`src/logic/status_bank_pkg.sv`:
```
// Constants for the instrument status event bank
package status_bank_pkg;

	localparam int unsigned REG_W = 16;

	// ---------------------------------------------------------------
	// Query selects
	// ---------------------------------------------------------------
	localparam logic [3:0] RD_STD_EVT    = 4'h0;
	localparam logic [3:0] RD_OP_EVT     = 4'h1;
	localparam logic [3:0] RD_MEAS_EVT   = 4'h2;
	localparam logic [3:0] RD_QUEST_EVT  = 4'h3;
	localparam logic [3:0] RD_OP_COND    = 4'h4;
	localparam logic [3:0] RD_MEAS_COND  = 4'h5;
	localparam logic [3:0] RD_QUEST_COND = 4'h6;
	localparam logic [3:0] RD_STD_EN     = 4'h7;
	localparam logic [3:0] RD_OP_EN      = 4'h8;
	localparam logic [3:0] RD_MEAS_EN    = 4'h9;
	localparam logic [3:0] RD_QUEST_EN   = 4'hA;

	// ---------------------------------------------------------------
	// Enable-register program selects
	// ---------------------------------------------------------------
	localparam logic [1:0] WR_STD_EN   = 2'h0;
	localparam logic [1:0] WR_OP_EN    = 2'h1;
	localparam logic [1:0] WR_MEAS_EN  = 2'h2;
	localparam logic [1:0] WR_QUEST_EN = 2'h3;

	// ---------------------------------------------------------------
	// Standard event bit positions
	// ---------------------------------------------------------------
	localparam int unsigned STD_ALL_DONE   = 0;
	localparam int unsigned STD_EMPTY_READ = 2;
	localparam int unsigned STD_INTERNAL   = 3;
	localparam int unsigned STD_RUN        = 4;
	localparam int unsigned STD_SYNTAX     = 5;
	localparam int unsigned STD_LOCAL_KEY  = 6;
	localparam int unsigned STD_POWER      = 7;

	// ---------------------------------------------------------------
	// Operation bit positions
	// ---------------------------------------------------------------
	localparam int unsigned OP_OVERVOLT_CH1 = 1;
	localparam int unsigned OP_OVERVOLT_CH2 = 2;
	localparam int unsigned OP_LIMIT_CH1    = 3;
	localparam int unsigned OP_TRIP_CH1     = 4;
	localparam int unsigned OP_STAGE_HOT    = 5;
	localparam int unsigned OP_MAINS_HOT    = 6;
	localparam int unsigned OP_LIMIT_CH2    = 7;
	localparam int unsigned OP_TRIP_CH2     = 8;

	// ---------------------------------------------------------------
	// Measurement bit positions
	// ---------------------------------------------------------------
	localparam int unsigned MEAS_RANGE_CH1 = 3;
	localparam int unsigned MEAS_PULSE_CH1 = 4;
	localparam int unsigned MEAS_READ_CH1  = 5;
	localparam int unsigned MEAS_RANGE_CH2 = 6;
	localparam int unsigned MEAS_PULSE_CH2 = 7;
	localparam int unsigned MEAS_READ_CH2  = 8;
	localparam int unsigned MEAS_AVG_CH1   = 9;
	localparam int unsigned MEAS_AVG_CH2   = 10;

	// Questionable bit position
	localparam int unsigned QUEST_CAL = 8;

	// ---------------------------------------------------------------
	// Used-bit and writable-enable masks
	// ---------------------------------------------------------------
	localparam logic [15:0] STD_USED   = 16'h00FD;
	localparam logic [15:0] STD_EN_W   = 16'h00FF;
	localparam logic [15:0] OP_USED    = 16'h01FE;
	localparam logic [15:0] MEAS_USED  = 16'h07F8;
	localparam logic [15:0] QUEST_USED = 16'h0100;
	localparam logic [15:0] FULL_EN_W  = 16'hFFFF;

	// Reset values
	localparam logic [15:0] REG_RESET = 16'h0000;

endpackage

```
`src/logic/event_set.sv`:
```
// One status set: sticky event latch, enable register, summary
`timescale 1ns/1ns
module event_set
	import status_bank_pkg::*;
#(
	parameter logic [15:0] USED = 16'hFFFF,
	parameter logic [15:0] EN_W = 16'hFFFF
) (
	// Clock and reset
	input  wire logic        clk_sys_i,
	input  wire logic        resetn_i,
	input  wire logic        ce_i,
	// Events and clears
	input  wire logic [15:0] set_i,
	input  wire logic        clr_i,
	// Enable register access
	input  wire logic        en_wr_i,
	input  wire logic        en_clr_i,
	input  wire logic [15:0] en_data_i,
	// State out
	output logic      [15:0] latch_o,
	output logic      [15:0] enable_o,
	output logic             summary_o
);
	logic [15:0] latch_reg;
	logic [15:0] latch_next;
	logic [15:0] enable_reg;
	logic [15:0] enable_next;
	logic        summary_reg;

	// Set wins over a clear in the same cycle; unused bits never set
	assign latch_next  = ({16{~clr_i}} & latch_reg) | (set_i & USED);
	assign enable_next = en_wr_i  ? (en_data_i & EN_W) :
	                     en_clr_i ? REG_RESET : enable_reg;

	always_ff @(posedge clk_sys_i or negedge resetn_i) begin
		if (!resetn_i) begin
			latch_reg   <= REG_RESET;
			enable_reg  <= REG_RESET;
			summary_reg <= 1'b0;
		end else if (ce_i) begin
			latch_reg   <= latch_next;
			enable_reg  <= enable_next;
			summary_reg <= |(latch_next & enable_next);
		end
	end

	assign latch_o   = latch_reg;
	assign enable_o  = enable_reg;
	assign summary_o = summary_reg;

	// ---------------------------------------------------------------
	// Assertions
	// ---------------------------------------------------------------
	property p_unused_zero;
		@(posedge clk_sys_i) disable iff (!resetn_i)
		(latch_reg & ~USED) == 16'h0000;
	endproperty
	a_unused_zero: assert property (p_unused_zero)
		else $error("unassigned event bit is set");

	property p_summary;
		@(posedge clk_sys_i) disable iff (!resetn_i)
		summary_reg == |(latch_reg & enable_reg);
	endproperty
	a_summary: assert property (p_summary)
		else $error("summary disagrees with events and enables");
endmodule

```
`src/logic/instrument_status_event_bank.sv`:
```
// Status event bank: four register sets with summaries
// Function
// Four independent sets: standard, operation, measurement, questionable
// Bit0 only after done-command and nothing pending
// Bit2 on read of empty output queue
// Bit3 on internal operation failure
// Bit4 on command execution error
// Bit5 on syntax, unknown command, trigger-in-message
// Bit6 on local key press
// Bit7 after power restored since last read
// Operation bits 1/2 while voltage-protected off
// Operation bits 3/7 while current limited
// Operation bits 4/8 on current trip off
// Operation bits 5/6 on overheat shutdowns
// Measurement bits 3/6 on reading over range
// Measurement bits 4/7 on missing pulse
// Measurement bits 5/8 on new reading
// Measurement bits 9/10 on averaging done
// Questionable bit8 bad calibration until recalibrated
// Condition registers only for three non-standard sets
// Condition registers read-only, follow live conditions
// Event bits sticky; reading clears whole register
// Clear-status and power-up zero all event registers
// Summary is OR of events AND enables
// Summaries feed status byte bits 0,3,5,7
// Unassigned bits read zero, never set; enable registers still store and read back written unassigned bits; standard enable stores only bits 7:0
// Live-condition events latch on rising edge
`timescale 1ns/1ns
module instrument_status_event_bank
	import status_bank_pkg::*;
(
	// Clock, reset, clock enable
	input  wire logic        clk_sys_i,
	input  wire logic        resetn_i,
	input  wire logic        ce_i,
	// Register queries
	input  wire logic        rd_i,
	input  wire logic [3:0]  rd_sel_i,
	output logic      [15:0] rd_data_o,
	output logic             rd_valid_o,
	// Enable programming and clears
	input  wire logic        wr_i,
	input  wire logic [1:0]  wr_sel_i,
	input  wire logic [15:0] wr_data_i,
	input  wire logic        preset_i,
	input  wire logic        clear_status_i,
	// Command parser events
	input  wire logic        done_cmd_i,
	input  wire logic        ops_pending_i,
	input  wire logic        empty_read_fault_i,
	input  wire logic        device_internal_fault_i,
	input  wire logic        run_fault_i,
	input  wire logic        syntax_err_i,
	input  wire logic        unknown_cmd_i,
	input  wire logic        trigger_in_msg_i,
	input  wire logic        local_key_request_i,
	// Output protection conditions
	input  wire logic        overvolt_off_ch1_i,
	input  wire logic        overvolt_off_ch2_i,
	input  wire logic        amp_limit_ch1_i,
	input  wire logic        amp_limit_ch2_i,
	input  wire logic        amp_trip_ch1_i,
	input  wire logic        amp_trip_ch2_i,
	input  wire logic        stage_overtemp_off_i,
	input  wire logic        mains_overtemp_off_i,
	// Measurement conditions
	input  wire logic        over_range_ch1_i,
	input  wire logic        over_range_ch2_i,
	input  wire logic        no_pulse_ch1_i,
	input  wire logic        no_pulse_ch2_i,
	input  wire logic        new_reading_ch1_i,
	input  wire logic        new_reading_ch2_i,
	input  wire logic        avg_complete_ch1_i,
	input  wire logic        avg_complete_ch2_i,
	// Calibration
	input  wire logic        cal_bad_i,
	input  wire logic        cal_ok_i,
	// Status byte summaries
	output logic             meas_summary_o,
	output logic             quest_summary_o,
	output logic             std_summary_o,
	output logic             op_summary_o
);
	// ---------------------------------------------------------------
	// Declarations
	// ---------------------------------------------------------------
	logic        done_armed_reg;
	logic        pon_pending_reg;
	logic        cal_cond_reg;
	logic [15:0] rd_data_reg;
	logic        rd_valid_reg;
	logic [15:0] std_set;
	logic [15:0] op_cond, meas_cond, quest_cond;
	logic [15:0] op_rise, meas_rise, quest_rise;
	logic [15:0] std_evt, op_evt, meas_evt, quest_evt;
	logic [15:0] std_en, op_en, meas_en, quest_en;
	logic        done_fire;
	logic [15:0] rd_mux;
	logic        std_sum, op_sum, meas_sum, quest_sum;

	function automatic logic hit(input logic req, input logic [3:0] sel,
	                             input logic [3:0] code);
		hit = req && (sel == code);
	endfunction

	// ---------------------------------------------------------------
	// Standard event sources
	// ---------------------------------------------------------------
	// Armed by the done command, fires once nothing is pending
	assign done_fire = done_armed_reg && !ops_pending_i;

	always_comb begin
		std_set                 = '0;
		std_set[STD_ALL_DONE]   = done_fire;
		std_set[STD_EMPTY_READ] = empty_read_fault_i;
		std_set[STD_INTERNAL]   = device_internal_fault_i;
		std_set[STD_RUN]        = run_fault_i;
		std_set[STD_SYNTAX]     = syntax_err_i | unknown_cmd_i
		                        | trigger_in_msg_i;
		std_set[STD_LOCAL_KEY]  = local_key_request_i;
		std_set[STD_POWER]      = pon_pending_reg;
	end

	always_ff @(posedge clk_sys_i or negedge resetn_i) begin
		if (!resetn_i) begin
			done_armed_reg  <= 1'b0;
			pon_pending_reg <= 1'b1;
			cal_cond_reg    <= 1'b0;
		end else if (ce_i) begin
			done_armed_reg  <= done_cmd_i || (done_armed_reg && !done_fire);
			pon_pending_reg <= 1'b0;
			// Bad constant wins over a same-cycle good calibration
			cal_cond_reg    <= cal_bad_i
			                || (cal_cond_reg && !cal_ok_i);
		end
	end

	// ---------------------------------------------------------------
	// Live condition vectors
	// ---------------------------------------------------------------
	always_comb begin
		op_cond                  = '0;
		op_cond[OP_OVERVOLT_CH1] = overvolt_off_ch1_i;
		op_cond[OP_OVERVOLT_CH2] = overvolt_off_ch2_i;
		op_cond[OP_LIMIT_CH1]    = amp_limit_ch1_i;
		op_cond[OP_LIMIT_CH2]    = amp_limit_ch2_i;
		op_cond[OP_TRIP_CH1]     = amp_trip_ch1_i;
		op_cond[OP_TRIP_CH2]     = amp_trip_ch2_i;
		op_cond[OP_STAGE_HOT]    = stage_overtemp_off_i;
		op_cond[OP_MAINS_HOT]    = mains_overtemp_off_i;
		meas_cond                = '0;
		meas_cond[MEAS_RANGE_CH1] = over_range_ch1_i;
		meas_cond[MEAS_RANGE_CH2] = over_range_ch2_i;
		meas_cond[MEAS_PULSE_CH1] = no_pulse_ch1_i;
		meas_cond[MEAS_PULSE_CH2] = no_pulse_ch2_i;
		meas_cond[MEAS_READ_CH1]  = new_reading_ch1_i;
		meas_cond[MEAS_READ_CH2]  = new_reading_ch2_i;
		meas_cond[MEAS_AVG_CH1]   = avg_complete_ch1_i;
		meas_cond[MEAS_AVG_CH2]   = avg_complete_ch2_i;
		quest_cond                = '0;
		quest_cond[QUEST_CAL]     = cal_cond_reg;
	end

	// Edges only, so a condition still present after a read is not
	// re-latched until it drops and comes back
	rise_detect #(.WIDTH(3 * REG_W)) u_cond_rise (
		.clk_sys_i (clk_sys_i),
		.resetn_i  (resetn_i),
		.ce_i      (ce_i),
		.level_i   ({quest_cond, meas_cond, op_cond}),
		.rise_o    ({quest_rise, meas_rise, op_rise})
	);

	// ---------------------------------------------------------------
	// The four sets
	// ---------------------------------------------------------------
	event_set #(.USED(STD_USED), .EN_W(STD_EN_W)) u_std (
		.clk_sys_i (clk_sys_i),
		.resetn_i  (resetn_i),
		.ce_i      (ce_i),
		.set_i     (std_set),
		.clr_i     (hit(rd_i, rd_sel_i, RD_STD_EVT)
		            || clear_status_i),
		.en_wr_i   (wr_i && wr_sel_i == WR_STD_EN),
		.en_clr_i  (1'b0),
		.en_data_i (wr_data_i),
		.latch_o   (std_evt),
		.enable_o  (std_en),
		.summary_o (std_sum)
	);

	event_set #(.USED(OP_USED), .EN_W(FULL_EN_W)) u_op (
		.clk_sys_i (clk_sys_i),
		.resetn_i  (resetn_i),
		.ce_i      (ce_i),
		.set_i     (op_rise),
		.clr_i     (hit(rd_i, rd_sel_i, RD_OP_EVT)
		            || clear_status_i),
		.en_wr_i   (wr_i && wr_sel_i == WR_OP_EN),
		.en_clr_i  (preset_i),
		.en_data_i (wr_data_i),
		.latch_o   (op_evt),
		.enable_o  (op_en),
		.summary_o (op_sum)
	);

	event_set #(.USED(MEAS_USED), .EN_W(FULL_EN_W)) u_meas (
		.clk_sys_i (clk_sys_i),
		.resetn_i  (resetn_i),
		.ce_i      (ce_i),
		.set_i     (meas_rise),
		.clr_i     (hit(rd_i, rd_sel_i, RD_MEAS_EVT)
		            || clear_status_i),
		.en_wr_i   (wr_i && wr_sel_i == WR_MEAS_EN),
		.en_clr_i  (preset_i),
		.en_data_i (wr_data_i),
		.latch_o   (meas_evt),
		.enable_o  (meas_en),
		.summary_o (meas_sum)
	);

	event_set #(.USED(QUEST_USED), .EN_W(FULL_EN_W)) u_quest (
		.clk_sys_i (clk_sys_i),
		.resetn_i  (resetn_i),
		.ce_i      (ce_i),
		.set_i     (quest_rise),
		.clr_i     (hit(rd_i, rd_sel_i, RD_QUEST_EVT)
		            || clear_status_i),
		.en_wr_i   (wr_i && wr_sel_i == WR_QUEST_EN),
		.en_clr_i  (preset_i),
		.en_data_i (wr_data_i),
		.latch_o   (quest_evt),
		.enable_o  (quest_en),
		.summary_o (quest_sum)
	);

	// ---------------------------------------------------------------
	// Query answer
	// ---------------------------------------------------------------
	// No standard condition code exists; unmapped selects read zero
	assign rd_mux =
		(rd_sel_i == RD_STD_EVT)    ? std_evt    :
		(rd_sel_i == RD_OP_EVT)     ? op_evt     :
		(rd_sel_i == RD_MEAS_EVT)   ? meas_evt   :
		(rd_sel_i == RD_QUEST_EVT)  ? quest_evt  :
		(rd_sel_i == RD_OP_COND)    ? op_cond    :
		(rd_sel_i == RD_MEAS_COND)  ? meas_cond  :
		(rd_sel_i == RD_QUEST_COND) ? quest_cond :
		(rd_sel_i == RD_STD_EN)     ? std_en     :
		(rd_sel_i == RD_OP_EN)      ? op_en      :
		(rd_sel_i == RD_MEAS_EN)    ? meas_en    :
		(rd_sel_i == RD_QUEST_EN)   ? quest_en   : REG_RESET;

	always_ff @(posedge clk_sys_i or negedge resetn_i) begin
		if (!resetn_i) begin
			rd_data_reg  <= REG_RESET;
			rd_valid_reg <= 1'b0;
		end else if (ce_i) begin
			rd_valid_reg <= rd_i;
			if (rd_i) begin
				rd_data_reg <= rd_mux;
			end
		end
	end

	assign rd_data_o       = rd_data_reg;
	assign rd_valid_o      = rd_valid_reg;
	assign meas_summary_o  = meas_sum;
	assign quest_summary_o = quest_sum;
	assign std_summary_o   = std_sum;
	assign op_summary_o    = op_sum;

	// ---------------------------------------------------------------
	// Assertions
	// ---------------------------------------------------------------
	property p_done_cause;
		@(posedge clk_sys_i) disable iff (!resetn_i)
		$rose(std_evt[STD_ALL_DONE]) |-> $past(done_fire);
	endproperty
	a_done_cause: assert property (p_done_cause)
		else $error("all-done flag set without cause");

	property p_power_seen;
		@(posedge clk_sys_i) disable iff (!resetn_i)
		$fell(pon_pending_reg) |-> std_evt[STD_POWER];
	endproperty
	a_power_seen: assert property (p_power_seen)
		else $error("power cycle bit not set after reset");

	property p_limit_rise;
		@(posedge clk_sys_i) disable iff (!resetn_i)
		ce_i && amp_limit_ch1_i && !$past(amp_limit_ch1_i)
		&& op_rise[OP_LIMIT_CH1] |=> op_evt[OP_LIMIT_CH1];
	endproperty
	a_limit_rise: assert property (p_limit_rise)
		else $error("current limit edge not latched");

	property p_read_clears;
		@(posedge clk_sys_i) disable iff (!resetn_i)
		ce_i && rd_i && rd_sel_i == RD_OP_EVT && op_rise == 16'h0000
		|=> op_evt == 16'h0000 && rd_valid_o;
	endproperty
	a_read_clears: assert property (p_read_clears)
		else $error("event read did not clear");

	property p_cls_clears;
		@(posedge clk_sys_i) disable iff (!resetn_i)
		ce_i && clear_status_i && std_set == 16'h0000
		|=> std_evt == 16'h0000;
	endproperty
	a_cls_clears: assert property (p_cls_clears)
		else $error("clear status left standard events");

	property p_cond_read;
		@(posedge clk_sys_i) disable iff (!resetn_i)
		ce_i && rd_i && rd_sel_i == RD_MEAS_COND
		|=> rd_valid_o && rd_data_o == $past(meas_cond);
	endproperty
	a_cond_read: assert property (p_cond_read)
		else $error("condition read returned stale data");

	property p_cal_hold;
		@(posedge clk_sys_i) disable iff (!resetn_i)
		ce_i && cal_cond_reg && !cal_ok_i |=> cal_cond_reg;
	endproperty
	a_cal_hold: assert property (p_cal_hold)
		else $error("calibration flag dropped early");

	property p_std_no_cond;
		@(posedge clk_sys_i) disable iff (!resetn_i)
		ce_i && rd_i && rd_sel_i == 4'hB |=> rd_data_o == 16'h0000;
	endproperty
	a_std_no_cond: assert property (p_std_no_cond)
		else $error("unmapped select returned data");
endmodule

```
`src/logic/rise_detect.sv`:
```
// Rising-edge detector for a vector of live condition levels
`timescale 1ns/1ns
module rise_detect #(
	parameter int unsigned WIDTH = 16
) (
	// Clock and reset
	input  wire logic             clk_sys_i,
	input  wire logic             resetn_i,
	input  wire logic             ce_i,
	// Levels in, one-cycle rise out
	input  wire logic [WIDTH-1:0] level_i,
	output logic      [WIDTH-1:0] rise_o
);
	logic [WIDTH-1:0] prev_reg;

	// A level already high at reset release counts as a rise
	always_ff @(posedge clk_sys_i or negedge resetn_i) begin
		if (!resetn_i) begin
			prev_reg <= '0;
		end else if (ce_i) begin
			prev_reg <= level_i;
		end
	end

	assign rise_o = level_i & ~prev_reg;
endmodule

```
`config.mk`:
```
export PLATFORM = sky130hd
export DESIGN_NAME = instrument_status_event_bank
export DESIGN_NICKNAME = d
export VERILOG_FILES = /design/src/logic/status_bank_pkg.sv /design/src/logic/event_set.sv /design/src/logic/instrument_status_event_bank.sv /design/src/logic/rise_detect.sv
export SDC_FILE = /design/constraint.sdc
export NUM_CORES = 1
export LEC_CHECK = 0
export BUFFER_PORTS_ARGS = -buffer_cell sky130_fd_sc_hd__buf_2
export CAP_MARGIN = 30
export CORE_ASPECT_RATIO = 0.75
export CORE_UTILIZATION = 65
export CTS_CLUSTER_DIAMETER = 120
export DETAILED_ROUTE_END_ITERATION = 10
export HOLD_SLACK_MARGIN = 0.02
export PLACE_DENSITY = 0.86
export SLEW_MARGIN = 40
export SYNTH_ARGS = -nofsm -noshare
export SYNTH_HDL_FRONTEND = slang
export SYNTH_SLANG_ARGS = --single-unit
```
`constraint.sdc`:
```
create_clock -name clk_sys_i -period 4.2 [get_ports clk_sys_i]
set_input_delay 0.42 -clock clk_sys_i [delete_from_list [all_inputs] [get_ports clk_sys_i]]
set_output_delay 0.42 -clock clk_sys_i [all_outputs]
set_load 0.02 [all_outputs]
```
# Word level (Yosys, flattened, before mapping)

Cells that the tools add are included.

Flip-flop bits (word level): 169
Bits of input ports: 56
Output and inout bits: 21

Equal/unequal tests: 13
Mux-type cells: 18
Bitwise gates (word level): 20
Reductions and logical operators: 27

Operators by type and width:

| kind                 | number |
|---|---|
| $mux W16             | 18 |
| $and A16 B16 Y16     | 8 |
| $reduce_or A16 Y1    | 4 |
| $and A41 B41 Y41     | 1 |
| $not A41 Y41         | 1 |
| $or A16 B9 Y16       | 2 |
| $eq A4 B3 Y1 const B | 4 |
| $or A16 B11 Y16      | 1 |
| $or A16 B8 Y16       | 1 |
| $eq A4 B4 Y1 const B | 3 |
| $logic_and A1 B1 Y1  | 11 |
| $eq A4 B2 Y1 const B | 2 |
| $logic_or A1 B1 Y1   | 6 |
| $eq A2 B2 Y1 const B | 2 |
| $eq A4 B1 Y1 const B | 1 |
| $logic_not A4 Y1     | 1 |
| $not A1 Y1           | 4 |
| $logic_not A1 Y1     | 3 |
| $eq A2 B1 Y1 const B | 1 |
| $logic_not A2 Y1     | 1 |
| $or A1 B1 Y1         | 2 |
| $reduce_and A2 Y1    | 1 |

# Longest topological paths before layout

Depth in word-level cells: 12
Mapped depth: 9

# By module

From an unflattened synthesis, not the netlist that was laid out.

Cells, all modules: 907
Area, all modules: 10063.4 µm²

Modules (own cells, without submodules):

| module                       | instances | cells each | area each (µm²) | sequential area each (µm²) |
|---|---|---|---|---|
| instrument_status_event_bank | 1         | 302        | 2299.7          | 501.7 |
| rise_detect                  | 1         | 149        | 2160.8          | 1201.2 |
| event_set at u_op            | 1         | 117        | 1477.7          | 825.8 |
| event_set at u_meas          | 1         | 121        | 1431.4          | 825.8 |
| event_set at u_quest         | 1         | 111        | 1358.8          | 825.8 |
| event_set at u_std           | 1         | 107        | 1335.0          | 825.8 |

# Worst setup path after synthesis

OpenSTA, ideal clock, no wires.

Kind: input -> register
Start: in rd_sel_i[3]
End: reg u_std.summary_reg (netlist: u_std.summary_o)
Setup time: 0.126 ns
Arrival: 1.706 ns
Data required time: 4.074 ns
Slack: 2.368 ns
Stages on the path: 7
Path through: buf_6 nor3b_4 a21oi_2 a21oi_1 o221a_2 o211ai_1 o32a_1

Word-level cells in the longest chain between the ends: 8

RTL lines:

| item                   | RTL line                            | text |
|---|---|---|
| start: declaration     | instrument_status_event_bank.sv:38  | `input wire logic [3:0] rd_sel_i,` |
| $logic_not A4 Y1       | instrument_status_event_bank.sv:103 | `hit = req && (sel == code);` |
| $logic_and A1 B1 Y1    | instrument_status_event_bank.sv:103 |  |
| $logic_or A1 B1 Y1     | instrument_status_event_bank.sv:183 | `\|\| clear_status_i),` |
| $not A1 Y1             | event_set.sv:32                     | `assign latch_next = ({16{~clr_i}} & latch_reg) \| (set_i & USED);` |
| $and A16 B16 Y16       | event_set.sv:32                     |  |
| $or A16 B8 Y16         | event_set.sv:32                     |  |
| $and A16 B16 Y16       | event_set.sv:44                     | `summary_reg <= \|(latch_next & enable_next);` |
| $reduce_or A16 Y1      | event_set.sv:44                     |  |
| end signal: assignment | event_set.sv:44                     |  |
| end: declaration       | event_set.sv:29                     | `logic summary_reg;` |

No other way between the ends.
A chain may end at the register's enable or synchronous reset.

# Worst setup path in the final report

Start: in rd_sel_i[0]
End: reg u_op.latch_reg[12] (netlist: u_op.latch_o[12])

Word-level cells in the longest chain between the ends: 6

RTL lines:

| item                   | RTL line                            | text |
|---|---|---|
| $eq A4 B1 Y1           | instrument_status_event_bank.sv:103 |  |
| $logic_and A1 B1 Y1    | instrument_status_event_bank.sv:103 |  |
| $logic_or A1 B1 Y1     | instrument_status_event_bank.sv:198 | `\|\| clear_status_i),` |
| $not A1 Y1             | event_set.sv:32                     |  |
| $and A16 B16 Y16       | event_set.sv:32                     |  |
| $or A16 B9 Y16         | event_set.sv:32                     |  |
| end signal: assignment | event_set.sv:42                     | `latch_reg <= latch_next;` |
| end: declaration       | event_set.sv:25                     | `logic [15:0] latch_reg;` |

No other way between the ends.

==> flow_metrics.tcl <==
set metrics [dict create \
    outcome "complete, no violations" \
    pre_cts_slack_ns 1.54 \
    peakVddDrop_uv 293 \
    port-buffer-count 76 \
    root_buffer "clkbuf_16" \
    die_area_mm2 0.0137 \
    synth_edf_count 0 \
    cts_sinks 169 \
    yosysWarnings 0 \
    async_reset_ff_share_pct 100 \
    syn_nets 945 \
    grt_antenna_before_repair 0 \
    post-cts-setup-buffers 0 \
    synth_seq_cells 169 \
    cap_viol_max_count 0 \
    finalSetupTns_ns 0 \
    slew_headroom_pct 45.1 \
    yosysSeqAreaShare_pct 49.0 \
    synth_top_area_share_pct 48.7 \
    layout.nets 983 \
    hold_viol_final 0 \
    setup_viol 0 \
    hold_path.class "input pin to async pin" \
    ant_nets 0 \
    place.gp.congestion 1.01 \
    finClkSkew_ns 0.0162 \
    vias 7891 \
    path_cells "buf_2 > nor2b_1 > a21oi_1 > nand2b_1 > and2_1" \
    max_stage_delay_ns 0.70 \
    path_depth 5 \
    syn_to_final_growth_pct 11.5 \
    ctsResizeCount 0 \
    path_class "input pin to register" \
    power_density_mw_per_mm2 427 \
    yosys.area.top_type "dfrtp_1" \
    antenna_cells 0 \
    p_leak_nw 4.31 \
    io_pins 77 \
    die_h_um 102 \
    rsz0062_at_grt "false" \
    slew_violations 0 \
    initial_core_util_pct 66.5 \
    drt_iter0_markers 1228 \
    grt_start_max_net_pins 98 \
    fin_crit_sh_pct 56.3 \
    critPathTopFamily "simple AND/OR/NAND/NOR gates" \
    core-area_mm2 0.0130 \
    worst_pin_slew_ns 0.823 \
    cp_max_fo 19 \
    startpoint_type "input pin" \
    final_layout_size_suffix_gt1_share_pct 15.4 \
    clk_path_buf_depth 2 \
    drt-vias-per-instance 7.10 \
    ys_types 64 \
    cts.clk_slew.worst_paths_ns 0.07 \
    synth_area_leaders "dfrtp_1 49%, a21oi_1 5.3%, a22o_1 5.1%" \
    die_x_um 135 \
    dominantRegCellSynth "dfrtp_1" \
    clk_latency_ns 0.44 \
    syn-cell-area_mm2 0.00863 \
    avgSynthCellArea_um2 9.71 \
    wl_per_cell_um 25.0 \
    endpoint_kind "register" \
    gr-total-overflow 0 \
    synthCells 889 \
    required_ns 4.51 \
    cts_tree "built" \
    layout_setup_ws_ns 1.84 \
    dp_hpwl_um 19400 \
    hold_ws_ns 0.0169 \
    clock.fmax_mhz 423 \
    largest_reg_flops 17 \
    rows 36 \
    hold_buffers 0 \
    first_pass_iters 7 \
    fin_crit_ns 2.36 \
    grt_pass1_vias 7299 \
    worstPathArrival_ns 2.68 \
    grt_pass1_wl_um 42900 \
    grt_usage_pct 42.3 \
    worstRegToRegCells 6 \
    drc_errors 0 \
    numCtsBuffers 17 \
    htreeDepth 4 \
    wl_um 27800 \
    slowest_stage "nor2b_1" \
    crit_buf_inv 1 \
]
cells in the final DEF (no fill, tap or decap), types with 14 or more instances in the layout:
cell type and count:
dfrtp_1 168, a21oi_1 91, buf_2 75, o21ai_0 64, nor2_1 60, nand2_1 57, a22o_1 50, and2_1 43
mux2i_1 32, o22ai_1 24, inv_1 23, a22oi_1 21, nor2b_1 19, clkbuf_16 17, mux2_2 16, nor3b_1 16
nor3_1 14
metrics by stage:
stage	util (%)	instances	area [um^2]	power (mW)
floorplan	-	889	8630	2.25
global placement	69.5	1079	9020	2.48
detailed placement	69.6	1079	9030	2.50
CTS	74.2	1111	9630	4.08
global route	74.2	1111	9630	4.25
finish	74.2	1111	9630	4.11
worst paths after layout:
kind | start | endpoint | slack, ns
worst max-delay path | rd_sel_i[0] | u_op.latch_o[12]$_DFFE_PN0P_ | 1.84
worst min-delay path | resetn_i | u_meas.enable_o[12]$_DFFE_PN0P_ | 0.02
worst max register to register | u_quest.latch_o[11]$_DFFE_PN0P_ | u_quest.summary_o$_DFFE_PN0P_ | 2.15
worst min register to register | u_cond_rise.prev_reg[8]$_DFFE_PN0P_ | u_op.latch_o[8]$_DFFE_PN0P_ | 0.46
max in group asynchronous | resetn_i | pon_pending_reg$_DFFE_PN1P_ | 3.32
min in group clk_sys_i | done_cmd_i | done_armed_reg$_DFFE_PN0P_ | 0.19
per-layer routing:
| layer | global-route usage (%) | share of wire (%) |
|---|---|---|
| met5 | 0 | 0 |
| met4 | 15.0 | 3.1 |
| met3 | 10.4 | 12 |
| met2 | 61.0 | 44 |
| met1 | 62.4 | 41 |
report_power, final:
| group | switching (mW) | leakage, nW | internal [mW] |
|---|---|---|---|
| sequential | 0.121 | 2.19 | 1.76 |
| clock | 0.708 | 0.283 | 0.907 |
| combinational | 0.388 | 1.85 | 0.226 |
| total | 1.22 | 4.31 | 2.89 |
cell families (layout without fill, tap and decap cells):
| logic type | count (synthesis) | count (layout) | share of synthesized area (%) |
|---|---|---|---|
| buf+inv | 88 | 139 | 4.39 |
| flops | 169 | 169 | 49.0 |
| simple gates | 259 | 259 | 15.8 |
| compound gates | 325 | 325 | 25.0 |
| mux | 48 | 48 | 5.80 |
synth_stat cells (all sizes together), types with 21 or more instances:
cell type,count
and2,43
a22o,50
nor2,62
a21oi,92
dfrtp,168
clkbuf,39
a22oi,21
o22ai,24
buf,26
nand2,57
o21ai,66
mux2i,32
inv,23
cell type report:
cell class / instances / area [um^2]
Sequential cell: 169 / 4230
Multi-Input combinational cell: 632 / 4030
Fill cell: 900 / 3350
Timing Repair Buffer: 84 / 463
Clock buffer: 18 / 439
Tap cell: 171 / 214
Clock inverter: 14 / 159
Inverter: 23 / 86.3
Note: power is estimated with default switching activity, not from simulation.
